<file path="src/common/spt_pkg.sv">
package spt_pkg;

	// ==========================================================
	// timing
	localparam int CLK_FREQ_MHZ = 250;
	localparam int TICK_US = 1;
	localparam int TICK_CYCLES = TICK_US * CLK_FREQ_MHZ;
	localparam int MAX_US = 1000000;
	localparam int US_W = 20;

	// ==========================================================
	// register map, byte offsets
	localparam int ADDR_W = 4;
	localparam logic [7:0] OFF_CTRL = 8'h00;
	localparam logic [7:0] OFF_DELAY = 8'h04;
	localparam logic [7:0] OFF_WIDTH = 8'h08;
	localparam logic [7:0] CH_STRIDE = 8'h10;
	localparam logic [7:0] OFF_OUT_MAP = 8'h20;
	localparam logic [7:0] OFF_STATUS = 8'h24;

	// ==========================================================
	// field positions
	localparam int CTRL_EN_BIT = 0;
	localparam int CTRL_REF_BIT = 1;
	localparam int MAP_A_SEL_BIT = 0;
	localparam int MAP_A_POL_BIT = 1;
	localparam int MAP_B_SEL_BIT = 2;
	localparam int MAP_B_POL_BIT = 3;
	localparam int STAT_STROBE_BIT = 0;
	localparam int STAT_BUSY_BIT = 1;
	localparam int STAT_CH_STRIDE = 2;
	localparam int STAT_OUT_A_BIT = 4;
	localparam int STAT_OUT_B_BIT = 5;

	// ==========================================================
	// reset values
	localparam logic [1:0] CTRL_RST = 2'h0;
	localparam logic [US_W-1:0] DELAY_RST = 20'h0_0000;
	localparam logic [US_W-1:0] WIDTH_RST = 20'h0_0000;
	localparam logic [3:0] MAP_RST = 4'h4;

	typedef enum {ST_IDLE, ST_DELAY, ST_PULSE} spt_state_t;

endpackage

</file>
<file path="src/core/spt_channel.sv">
`timescale 1ns/1ps
module spt_channel #(
	parameter int TICK_CYCLES = spt_pkg::TICK_CYCLES,
	parameter int US_W = spt_pkg::US_W
) (
	input wire logic ref_clk,
	input wire logic reset_n,
	input wire logic enable,
	input wire logic ref_sel,
	input wire logic [US_W-1:0] delay_us,
	input wire logic [US_W-1:0] width_us,
	input wire logic exposure_start,
	input wire logic readout_start,
	output logic strobe,
	output logic busy
);

	localparam int SUB_W = $clog2(TICK_CYCLES);
	localparam logic [SUB_W-1:0] SUB_LAST = SUB_W'(TICK_CYCLES - 1);
	localparam logic [US_W-1:0] REM_ONE = US_W'(1);

	if (TICK_CYCLES < 2) begin : g_chk
		$error("tick must span at least two clocks");
	end

	spt_pkg::spt_state_t state_reg;
	logic [US_W-1:0] rem_reg;
	logic [US_W-1:0] width_lat_reg;
	logic [SUB_W-1:0] sub_reg;
	logic strobe_reg;
	logic event_hit;
	logic tick;

	assign event_hit = ref_sel ? readout_start : exposure_start;
	assign tick = (sub_reg == SUB_LAST);
	assign strobe = strobe_reg;
	assign busy = (state_reg != spt_pkg::ST_IDLE);

	// ==========================================================
	// microsecond prescaler, restarted per event so delay is exact
	always_ff @(posedge ref_clk or negedge reset_n) begin
		if (!reset_n) begin
			sub_reg <= '0;
		end else if (state_reg == spt_pkg::ST_IDLE || tick) begin
			sub_reg <= '0;
		end else begin
			sub_reg <= sub_reg + 1'b1;
		end
	end

	// ==========================================================
	// delay then pulse sequencer
	always_ff @(posedge ref_clk or negedge reset_n) begin
		if (!reset_n) begin
			state_reg <= spt_pkg::ST_IDLE;
			rem_reg <= '0;
			width_lat_reg <= '0;
			strobe_reg <= 1'b0;
		end else begin
			case (state_reg)
				spt_pkg::ST_IDLE: begin
					// zero width never leaves idle
					if (enable && event_hit && width_us != '0) begin
						width_lat_reg <= width_us;
						if (delay_us == '0) begin
							state_reg <= spt_pkg::ST_PULSE;
							rem_reg <= width_us;
							strobe_reg <= 1'b1;
						end else begin
							state_reg <= spt_pkg::ST_DELAY;
							rem_reg <= delay_us;
						end
					end
				end
				spt_pkg::ST_DELAY: begin
					if (!enable) begin
						state_reg <= spt_pkg::ST_IDLE;
					end else if (tick) begin
						if (rem_reg == REM_ONE) begin
							state_reg <= spt_pkg::ST_PULSE;
							rem_reg <= width_lat_reg;
							strobe_reg <= 1'b1;
						end else begin
							rem_reg <= rem_reg - 1'b1;
						end
					end
				end
				spt_pkg::ST_PULSE: begin
					if (!enable) begin
						state_reg <= spt_pkg::ST_IDLE;
						strobe_reg <= 1'b0;
					end else if (tick) begin
						if (rem_reg == REM_ONE) begin
							state_reg <= spt_pkg::ST_IDLE;
							strobe_reg <= 1'b0;
						end else begin
							rem_reg <= rem_reg - 1'b1;
						end
					end
				end
				default: begin
					state_reg <= spt_pkg::ST_IDLE;
					strobe_reg <= 1'b0;
				end
			endcase
		end
	end

endmodule // spt_channel

</file>
<file path="src/core/spt_top.sv">
`timescale 1ns/1ps
module spt_top #(
	parameter int TICK_CYCLES = spt_pkg::TICK_CYCLES,
	parameter int MAX_US = spt_pkg::MAX_US,
	parameter int US_W = spt_pkg::US_W
) (
	input wire logic ref_clk,
	input wire logic reset_n,
	input wire logic [spt_pkg::ADDR_W-1:0] avs_address,
	input wire logic avs_read,
	input wire logic avs_write,
	input wire logic [31:0] avs_writedata,
	input wire logic [3:0] avs_byteenable,
	output logic [31:0] avs_readdata,
	output logic avs_waitrequest,
	input wire logic exposure_start,
	input wire logic readout_start,
	output logic external_output_a,
	output logic external_output_b
);

	localparam int NCH = 2;
	localparam logic [US_W-1:0] MAX_VAL = US_W'(MAX_US);

	if ((64'd1 << US_W) <= 64'(MAX_US)) begin : g_chk_w
		$error("value width too narrow for the largest setting");
	end
	if (US_W > 32) begin : g_chk_bus
		$error("value width exceeds bus width");
	end

	// ==========================================================
	// helpers
	function automatic logic hit(
		input logic [spt_pkg::ADDR_W-1:0] addr,
		input logic [7:0] off
	);
		hit = (addr == off[spt_pkg::ADDR_W+1:2]);
	endfunction

	function automatic logic [7:0] ch_off(input logic [7:0] base, input int ch);
		ch_off = base + 8'(ch * 16'(spt_pkg::CH_STRIDE));
	endfunction

	function automatic logic [31:0] lane_merge(
		input logic [31:0] old,
		input logic [31:0] wd,
		input logic [3:0] be
	);
		logic [31:0] m;
		m = {{8{be[3]}}, {8{be[2]}}, {8{be[1]}}, {8{be[0]}}};
		lane_merge = (old & ~m) | (wd & m);
	endfunction

	// out-of-range settings saturate rather than wrap
	function automatic logic [US_W-1:0] clamp(input logic [31:0] v);
		if (v > 32'(MAX_US)) begin
			clamp = MAX_VAL;
		end else begin
			clamp = v[US_W-1:0];
		end
	endfunction

	// ==========================================================
	// bus handshake: one wait cycle per access
	logic ack_reg;
	logic req;
	logic wr_take;
	logic [31:0] readdata_reg;
	logic [31:0] rd_next;

	assign req = avs_read | avs_write;
	assign avs_waitrequest = req & ~ack_reg;
	assign wr_take = avs_write & ack_reg;
	assign avs_readdata = readdata_reg;

	always_ff @(posedge ref_clk or negedge reset_n) begin
		if (!reset_n) begin
			ack_reg <= 1'b0;
		end else begin
			ack_reg <= req & ~ack_reg;
		end
	end

	// ==========================================================
	// configuration registers
	logic [1:0] ctrl_reg [NCH];
	logic [US_W-1:0] delay_reg [NCH];
	logic [US_W-1:0] width_reg [NCH];
	logic [3:0] map_reg;

	always_ff @(posedge ref_clk or negedge reset_n) begin
		if (!reset_n) begin
			for (int i = 0; i < NCH; i++) begin
				ctrl_reg[i] <= spt_pkg::CTRL_RST;
				delay_reg[i] <= spt_pkg::DELAY_RST;
				width_reg[i] <= spt_pkg::WIDTH_RST;
			end
		end else if (wr_take) begin
			for (int i = 0; i < NCH; i++) begin
				if (hit(avs_address, ch_off(spt_pkg::OFF_CTRL, i))) begin
					ctrl_reg[i] <= 2'(lane_merge(32'(ctrl_reg[i]), avs_writedata,
						avs_byteenable));
				end
				if (hit(avs_address, ch_off(spt_pkg::OFF_DELAY, i))) begin
					delay_reg[i] <= clamp(lane_merge(32'(delay_reg[i]),
						avs_writedata, avs_byteenable));
				end
				if (hit(avs_address, ch_off(spt_pkg::OFF_WIDTH, i))) begin
					width_reg[i] <= clamp(lane_merge(32'(width_reg[i]),
						avs_writedata, avs_byteenable));
				end
			end
		end
	end

	always_ff @(posedge ref_clk or negedge reset_n) begin
		if (!reset_n) begin
			map_reg <= spt_pkg::MAP_RST;
		end else if (wr_take && hit(avs_address, spt_pkg::OFF_OUT_MAP)) begin
			if (avs_byteenable[0]) begin
				map_reg <= avs_writedata[3:0];
			end
		end
	end

	// ==========================================================
	// strobe channels
	logic [NCH-1:0] strobe;
	logic [NCH-1:0] busy;

	for (genvar g = 0; g < NCH; g++) begin : g_ch
		spt_channel #(
			.TICK_CYCLES(TICK_CYCLES),
			.US_W(US_W)
		) u_ch (
			.ref_clk(ref_clk),
			.reset_n(reset_n),
			.enable(ctrl_reg[g][spt_pkg::CTRL_EN_BIT]),
			.ref_sel(ctrl_reg[g][spt_pkg::CTRL_REF_BIT]),
			.delay_us(delay_reg[g]),
			.width_us(width_reg[g]),
			.exposure_start(exposure_start),
			.readout_start(readout_start),
			.strobe(strobe[g]),
			.busy(busy[g])
		);
	end

	// ==========================================================
	// output mapping, registered to keep pins glitch free
	logic out_a_reg;
	logic out_b_reg;
	logic src_a;
	logic src_b;

	assign src_a = map_reg[spt_pkg::MAP_A_SEL_BIT] ? strobe[1] : strobe[0];
	assign src_b = map_reg[spt_pkg::MAP_B_SEL_BIT] ? strobe[1] : strobe[0];

	always_ff @(posedge ref_clk or negedge reset_n) begin
		if (!reset_n) begin
			out_a_reg <= 1'b0;
			out_b_reg <= 1'b0;
		end else begin
			out_a_reg <= src_a ^ map_reg[spt_pkg::MAP_A_POL_BIT];
			out_b_reg <= src_b ^ map_reg[spt_pkg::MAP_B_POL_BIT];
		end
	end

	assign external_output_a = out_a_reg;
	assign external_output_b = out_b_reg;

	// ==========================================================
	// read path
	always_comb begin
		rd_next = 32'h0000_0000;
		for (int i = 0; i < NCH; i++) begin
			if (hit(avs_address, ch_off(spt_pkg::OFF_CTRL, i))) begin
				rd_next = 32'(ctrl_reg[i]);
			end
			if (hit(avs_address, ch_off(spt_pkg::OFF_DELAY, i))) begin
				rd_next = 32'(delay_reg[i]);
			end
			if (hit(avs_address, ch_off(spt_pkg::OFF_WIDTH, i))) begin
				rd_next = 32'(width_reg[i]);
			end
		end
		if (hit(avs_address, spt_pkg::OFF_OUT_MAP)) begin
			rd_next = 32'(map_reg);
		end
		if (hit(avs_address, spt_pkg::OFF_STATUS)) begin
			for (int i = 0; i < NCH; i++) begin
				rd_next[spt_pkg::STAT_STROBE_BIT + i * spt_pkg::STAT_CH_STRIDE] = strobe[i];
				rd_next[spt_pkg::STAT_BUSY_BIT + i * spt_pkg::STAT_CH_STRIDE] = busy[i];
			end
			rd_next[spt_pkg::STAT_OUT_A_BIT] = out_a_reg;
			rd_next[spt_pkg::STAT_OUT_B_BIT] = out_b_reg;
		end
	end

	// read data captured in the wait cycle, steady while ack is high
	always_ff @(posedge ref_clk or negedge reset_n) begin
		if (!reset_n) begin
			readdata_reg <= 32'h0000_0000;
		end else if (avs_read && !ack_reg) begin
			readdata_reg <= rd_next;
		end
	end

endmodule // spt_top

</file>
<file path="config.mk">
export PLATFORM = sky130hd
export DESIGN_NAME = spt_top
export DESIGN_NICKNAME = d
export VERILOG_FILES = /design/src/common/spt_pkg.sv /design/src/core/spt_channel.sv /design/src/core/spt_top.sv
export SDC_FILE = /design/constraint.sdc
export NUM_CORES = 1
export LEC_CHECK = 0
export BUFFER_PORTS_ARGS = -buffer_cell sky130_fd_sc_hd__buf_2
export CORE_MARGIN = 2
export CORE_UTILIZATION = 35
export DETAILED_ROUTE_END_ITERATION = 10
export HOLD_SLACK_MARGIN = 0.03
export PLACE_DENSITY_LB_ADDON = 0.05
export RECOVER_POWER = 100
export SLEW_MARGIN = 20
export SYNTH_ARGS = -nofsm -noshare
export SYNTH_HDL_FRONTEND = slang
export SYNTH_SLANG_ARGS = --single-unit
export TNS_END_PERCENT = 1
</file>
<file path="constraint.sdc">
create_clock -name ref_clk -period 8.25 [get_ports ref_clk]
set_clock_uncertainty 0.2 [all_clocks]
set_input_delay 1.65 -clock ref_clk [delete_from_list [all_inputs] [get_ports ref_clk]]
set_output_delay 1.65 -clock ref_clk [all_outputs]
set_load 0.05 [all_outputs]
</file>
==> Yosys cells after proc, flatten, opt, wreduce, memory -nomap -nowiden <==
Cells that the tools add are included.
{ "classes": {"n_addsub": 4, "order_cmp": 4, "n_eq_ne": 39, "muxes": 72, "bitwise": 20, "reduce_logical": 37} }
{ "ops": {"columns": ["cell", "n"], "rows": [
  ["20-bit two-way mux", 25],
  ["32-bit two-way mux", 15],
  ["32-bit case mux with 3 select lines", 2],
  ["20-bit by 32-bit AND with 32-bit output", 4],
  ["32-bit by 20-bit > comparator with 1-bit output, second input constant", 4],
  ["32-bit zero test", 4],
  ["32-bit OR", 4],
  ["20-bit case mux with 3 select lines", 2],
  ["32-bit by 1-bit equality test with 1-bit output, second input constant", 2],
  ["32-bit by 2-bit equality test with 1-bit output, second input constant", 2],
  ["32-bit nonzero test", 2],
  ["20-bit by 1-bit equality test with 1-bit output, second input constant", 2],
  ["20-bit zero test", 2],
  ["20-bit nonzero test", 2],
  ["20-bit by 1-bit subtractor with 20-bit output, second input constant", 2],
  ["32-bit AND", 1],
  ["32-bit inverter", 1],
  ["7-bit AND reduction", 4],
  ["3-bit by 2-bit inequality test with 1-bit output, second input constant", 8],
  ["1-bit two-way mux", 20],
  ["2-bit by 1-bit inequality test with 1-bit output, second input constant", 10],
  ["2-bit AND reduction", 9],
  ["8-bit by 1-bit adder with 8-bit output, second input constant", 2],
  ["8-bit equality test, second input constant", 2],
  ["21 further kinds", 45]
]} }
{ "totals": {"reg_bits": 285, "wordCells": 197} }

==> Logic depth before layout (Yosys ltp) <==
{ "logic_depth": {"word_depth": 9, "mapped_depth": 11, "ltp_nobuf": 8} }

==> By module <==
Synthesis repeated with hierarchy kept, for this count alone.
{ "hier_totals": {"hier_cells": 1369, "area_unflattened_um2": 13201.4} }
{ "by_module_without_submodules": {"columns": ["module", "instances", "cells_per_inst", "area_each_um2", "seq_area_each_um2"], "rows": [
  ["spt_top", 1, 565, 5681.7, 2778.9],
  ["spt_channel (g_ch[0].u_ch)", 1, 399, 3763.6, 1276.2],
  ["spt_channel (g_ch[1].u_ch)", 1, 405, 3756.1, 1276.2]
]} }

==> Worst setup path after synthesis <==
OpenSTA, ideal clock, no wires.
{ "synth_timing": {"kind": "input-to-output", "start": "input avs_write", "end": "output avs_waitrequest", "arrival_time_ns": 2.347, "required_ns": 6.400, "slack_ns": 4.053, "cell_stages": 2, "path_buffers": 0, "path_cell_list": "nor2_1 nor2_1"} }
{ "synth_between": {"elab_chain_cells": 2} }
{ "synth_rtl": {"columns": ["element", "line", "text"], "rows": [
  ["from (decl)", "spt_top.sv:11", "input wire logic avs_write,"],
  ["1-bit OR", "spt_top.sv:72", "assign req = avs_read | avs_write;"],
  ["1-bit AND", "spt_top.sv:73", "assign avs_waitrequest = req & ~ack_reg;"],
  ["to (decl)", "spt_top.sv:15", "output logic avs_waitrequest,"]
]} }
Every way passes these cells.

==> impl_metrics.ini <==
[worst_setup_path]
arrival_ps = 4640
critPathTopFamily = buffers and inverters
crit_chain = buf_8 -> clkbuf_2
max_stage_delay_ps = 2260
cp_slowest_cell = clkbuf_2
crit_buf_inv = 2
cp.required_ps = 7960
critPathMaxFanout = 123
critPathLaunchType = input pin
crit_path_end_kind = asynchronous set/reset pin
path_class = in -> async

[grt]
grt_usage_pct = 23.3
grt_antenna_before_repair = 0
grt_pass1_vias = 10419
grt_pass1_wl_um = 65000
grt_start_max_net_pins = 124
grt_overflow = 0

[cts]
cts_hold_buf = 0
ctsResizeCount = 0
clk_path_buf_depth = 3
clk_pin_slew_ps = 60
worstSkewPairLatency_ps = 530
cts_setup_buffers = 0
cts_root_buffer = clkbuf_16
cts.sinks = 213
htreeDepth = 1
cts_inserted_buffers = 27
cts_tree = yes

[placed_design]
io_buffers = 68
placed_cells = 1742
dp_hpwl_um = 30300
place_congestion = 0.846

[logic_synthesis]
synth_compound_area_share_pct = 24.5
synth_mux_area_share_pct = 5.56
syn_avg_cell_area_um2 = 9.40
netlist_instances = 1284
yosys.area_share.simple_pct = 17.9
async_reset_ff_share_pct = 100
synth_edf_count = 0
synth_top_family_by_area = compound AO/OA/AOI/OAI gates
synth_commonest_cells = dfrtp_1, nand2_1, nor2_1
ys_seq_area_share_pct = 44.2
synth_most_common_cell = dfrtp_1
synth_cell_types = 78
syn_area_um2 = 12100
netlist_top_cells_area = dfrtp_1, nand2_1, mux2_2
yosys.area.top_type = dfrtp_1
ys_ff_latch = 213
ys.flop_type = dfrtp_1
ys_warn_count = 0
synth_top_area_share_pct = 44.0
synthAdderAreaFrac_pct = 1.45
yosys.area_share.xor_xnor_pct = 1.52

[status]
failed_checks = max-capacitance violations, max-slew violations
outcome = complete, but fails checks

[power]
leakage_nw = 5.47
ir_drop_uv = 158
design_power_total_mw = 4.57
p_per_area_nw_per_um2 = 337

[sta]
rsz0062_at_grt = false
timing_hold_violations_final = 0
finalSetupTns_ps = 0
slew_headroom_pct = -116
max_freq_mhz = 203
period_share_pct = 59.8
post-route-min-period_ps = 4930
worstMarginPinSlew_ps = 3240
slew_violations = 209
setup_viol = 0

[die]
die_area_um2 = 36000
start_util_pct = 35.8
boundaryPins = 81
rows = 67
dieWidth_um = 190
coreArea_um2 = 33700
fp.dieH_um = 190

[cells_and_area]
drive_above_1_share_pct = 11.2
nNetsFinal = 1383
diodes = 0
fin_cells = 1788
nFillCells = 3429
syn_to_final_growth_pct = 12.5

[detailed_routing]
ant_nets = 0
drtIter0Drc = 970
dr_total_vias = 10584
wl_um = 41800
via_per_inst = 5.92
route.detailed.drc = 0
dr.pass1.iters = 6
routedWlPerCell_um = 23.4

[job]
drv_cap = 4

[min_path]
min_path_type = reg -> reg
## cells by family (layout without fill, tap and decap cells)
family / Yosys count / count (layout)
buf+inv: 136 / 181
xor+xnor: 21 / 21
mux: 60 / 60
other cells: 1 / 12
flops: 213 / 213
fa+ha+maj: 14 / 14
compound gates: 402 / 402
simple gates: 437 / 437
## metal layers
layer | routed length [um] | GRT usage [%] | vias up
met5 | 0 | 0 | -
met4 | 941 | 5.49 | 0
met3 | 1900 | 2.84 | 53
met2 | 18000 | 34.3 | 297
met1 | 21000 | 36.2 | 5313
li1 | - | - | 4921
## layout make-up
cell class,count,area [um^2],area share (%)
Tap cell,448,561,4.13
Clock buffer,42,852,6.28
Sequential cell,213,5330,39.3
Timing Repair Buffer,83,404,2.98
Clock inverter,4,20.0,0.148
Multi-Input combinational cell,946,6210,45.7
Inverter,52,195,1.44
## through the flow
stage	utilization, %	area [um^2]	hold slack, ps	setup WS, ps
4_1_cts	40.6	13700	287	4200
5_1_grt	40.3	13600	316	2490
6_report	40.3	13600	276	3320
2_1_floorplan	-	12100	245	4050
3_3_place_gp	38.0	12800	265	3740
3_5_place_dp	38.0	12800	274	3660
## final timing paths
| kind | startpoint | endpoint | slack [ps] | depth (start not counted) |
|---|---|---|---|---|
| max reg2reg | width_reg[13] | g_ch[1].u_ch.rem_reg[1] | 3580 | 6 |
| max | reset_n | g_ch[0].u_ch.rem_reg[2] | 3320 | 2 |
| min in group asynchronous | reset_n | g_ch[1].u_ch.sub_reg[2] | 910 | 1 |
| min | g_ch[1].u_ch.width_lat_reg[18] | g_ch[1].u_ch.width_lat_reg[18] | 280 | 2 |
| max in group ref_clk | avs_address[3] | width_reg[16] | 3540 | 7 |
| min reg2reg | g_ch[1].u_ch.width_lat_reg[18] | g_ch[1].u_ch.width_lat_reg[18] | 280 | 2 |
## cell usage in the layout (no fill, tap or decap), types with 13 or more instances in the layout
cell type  synthesis  layout
mux2i_1           16      16
mux2_2            40      40
inv_1             51      51
nor3_1            29      28
o2bb2ai_1         39      39
nand2b_1          18      18
a211oi_1          15      14
or3_1             15      15
ha_1              14      14
o22ai_1           19      19
o32a_1            17      17
clkbuf_16          0      27
buf_2             12      40
nor2_1           114     114
o31ai_1           34      33
a21oi_1           33      33
o21ai_0           54      57
nor4_1            24      24
nand3_1           46      46
xnor2_1           13      13
a22oi_1           34      34
a31oi_1           33      33
dfrtp_1          212     212
nand2_1          122     122
clkbuf_1          55      36
a32o_1            15      15
## report_power, final
| part | leakage (nW) | switching, mW | total, mW | internal (mW) |
|---|---|---|---|---|
| Clock | 0.438 | 0.460 | 1.16 | 0.699 |
| Sequential | 2.75 | 0.275 | 1.56 | 1.28 |
| Combinational | 2.28 | 1.19 | 1.85 | 0.664 |
| Total | 5.47 | 1.93 | 4.57 | 2.64 |
No activity file was read; power rests on OpenSTA's default activity.
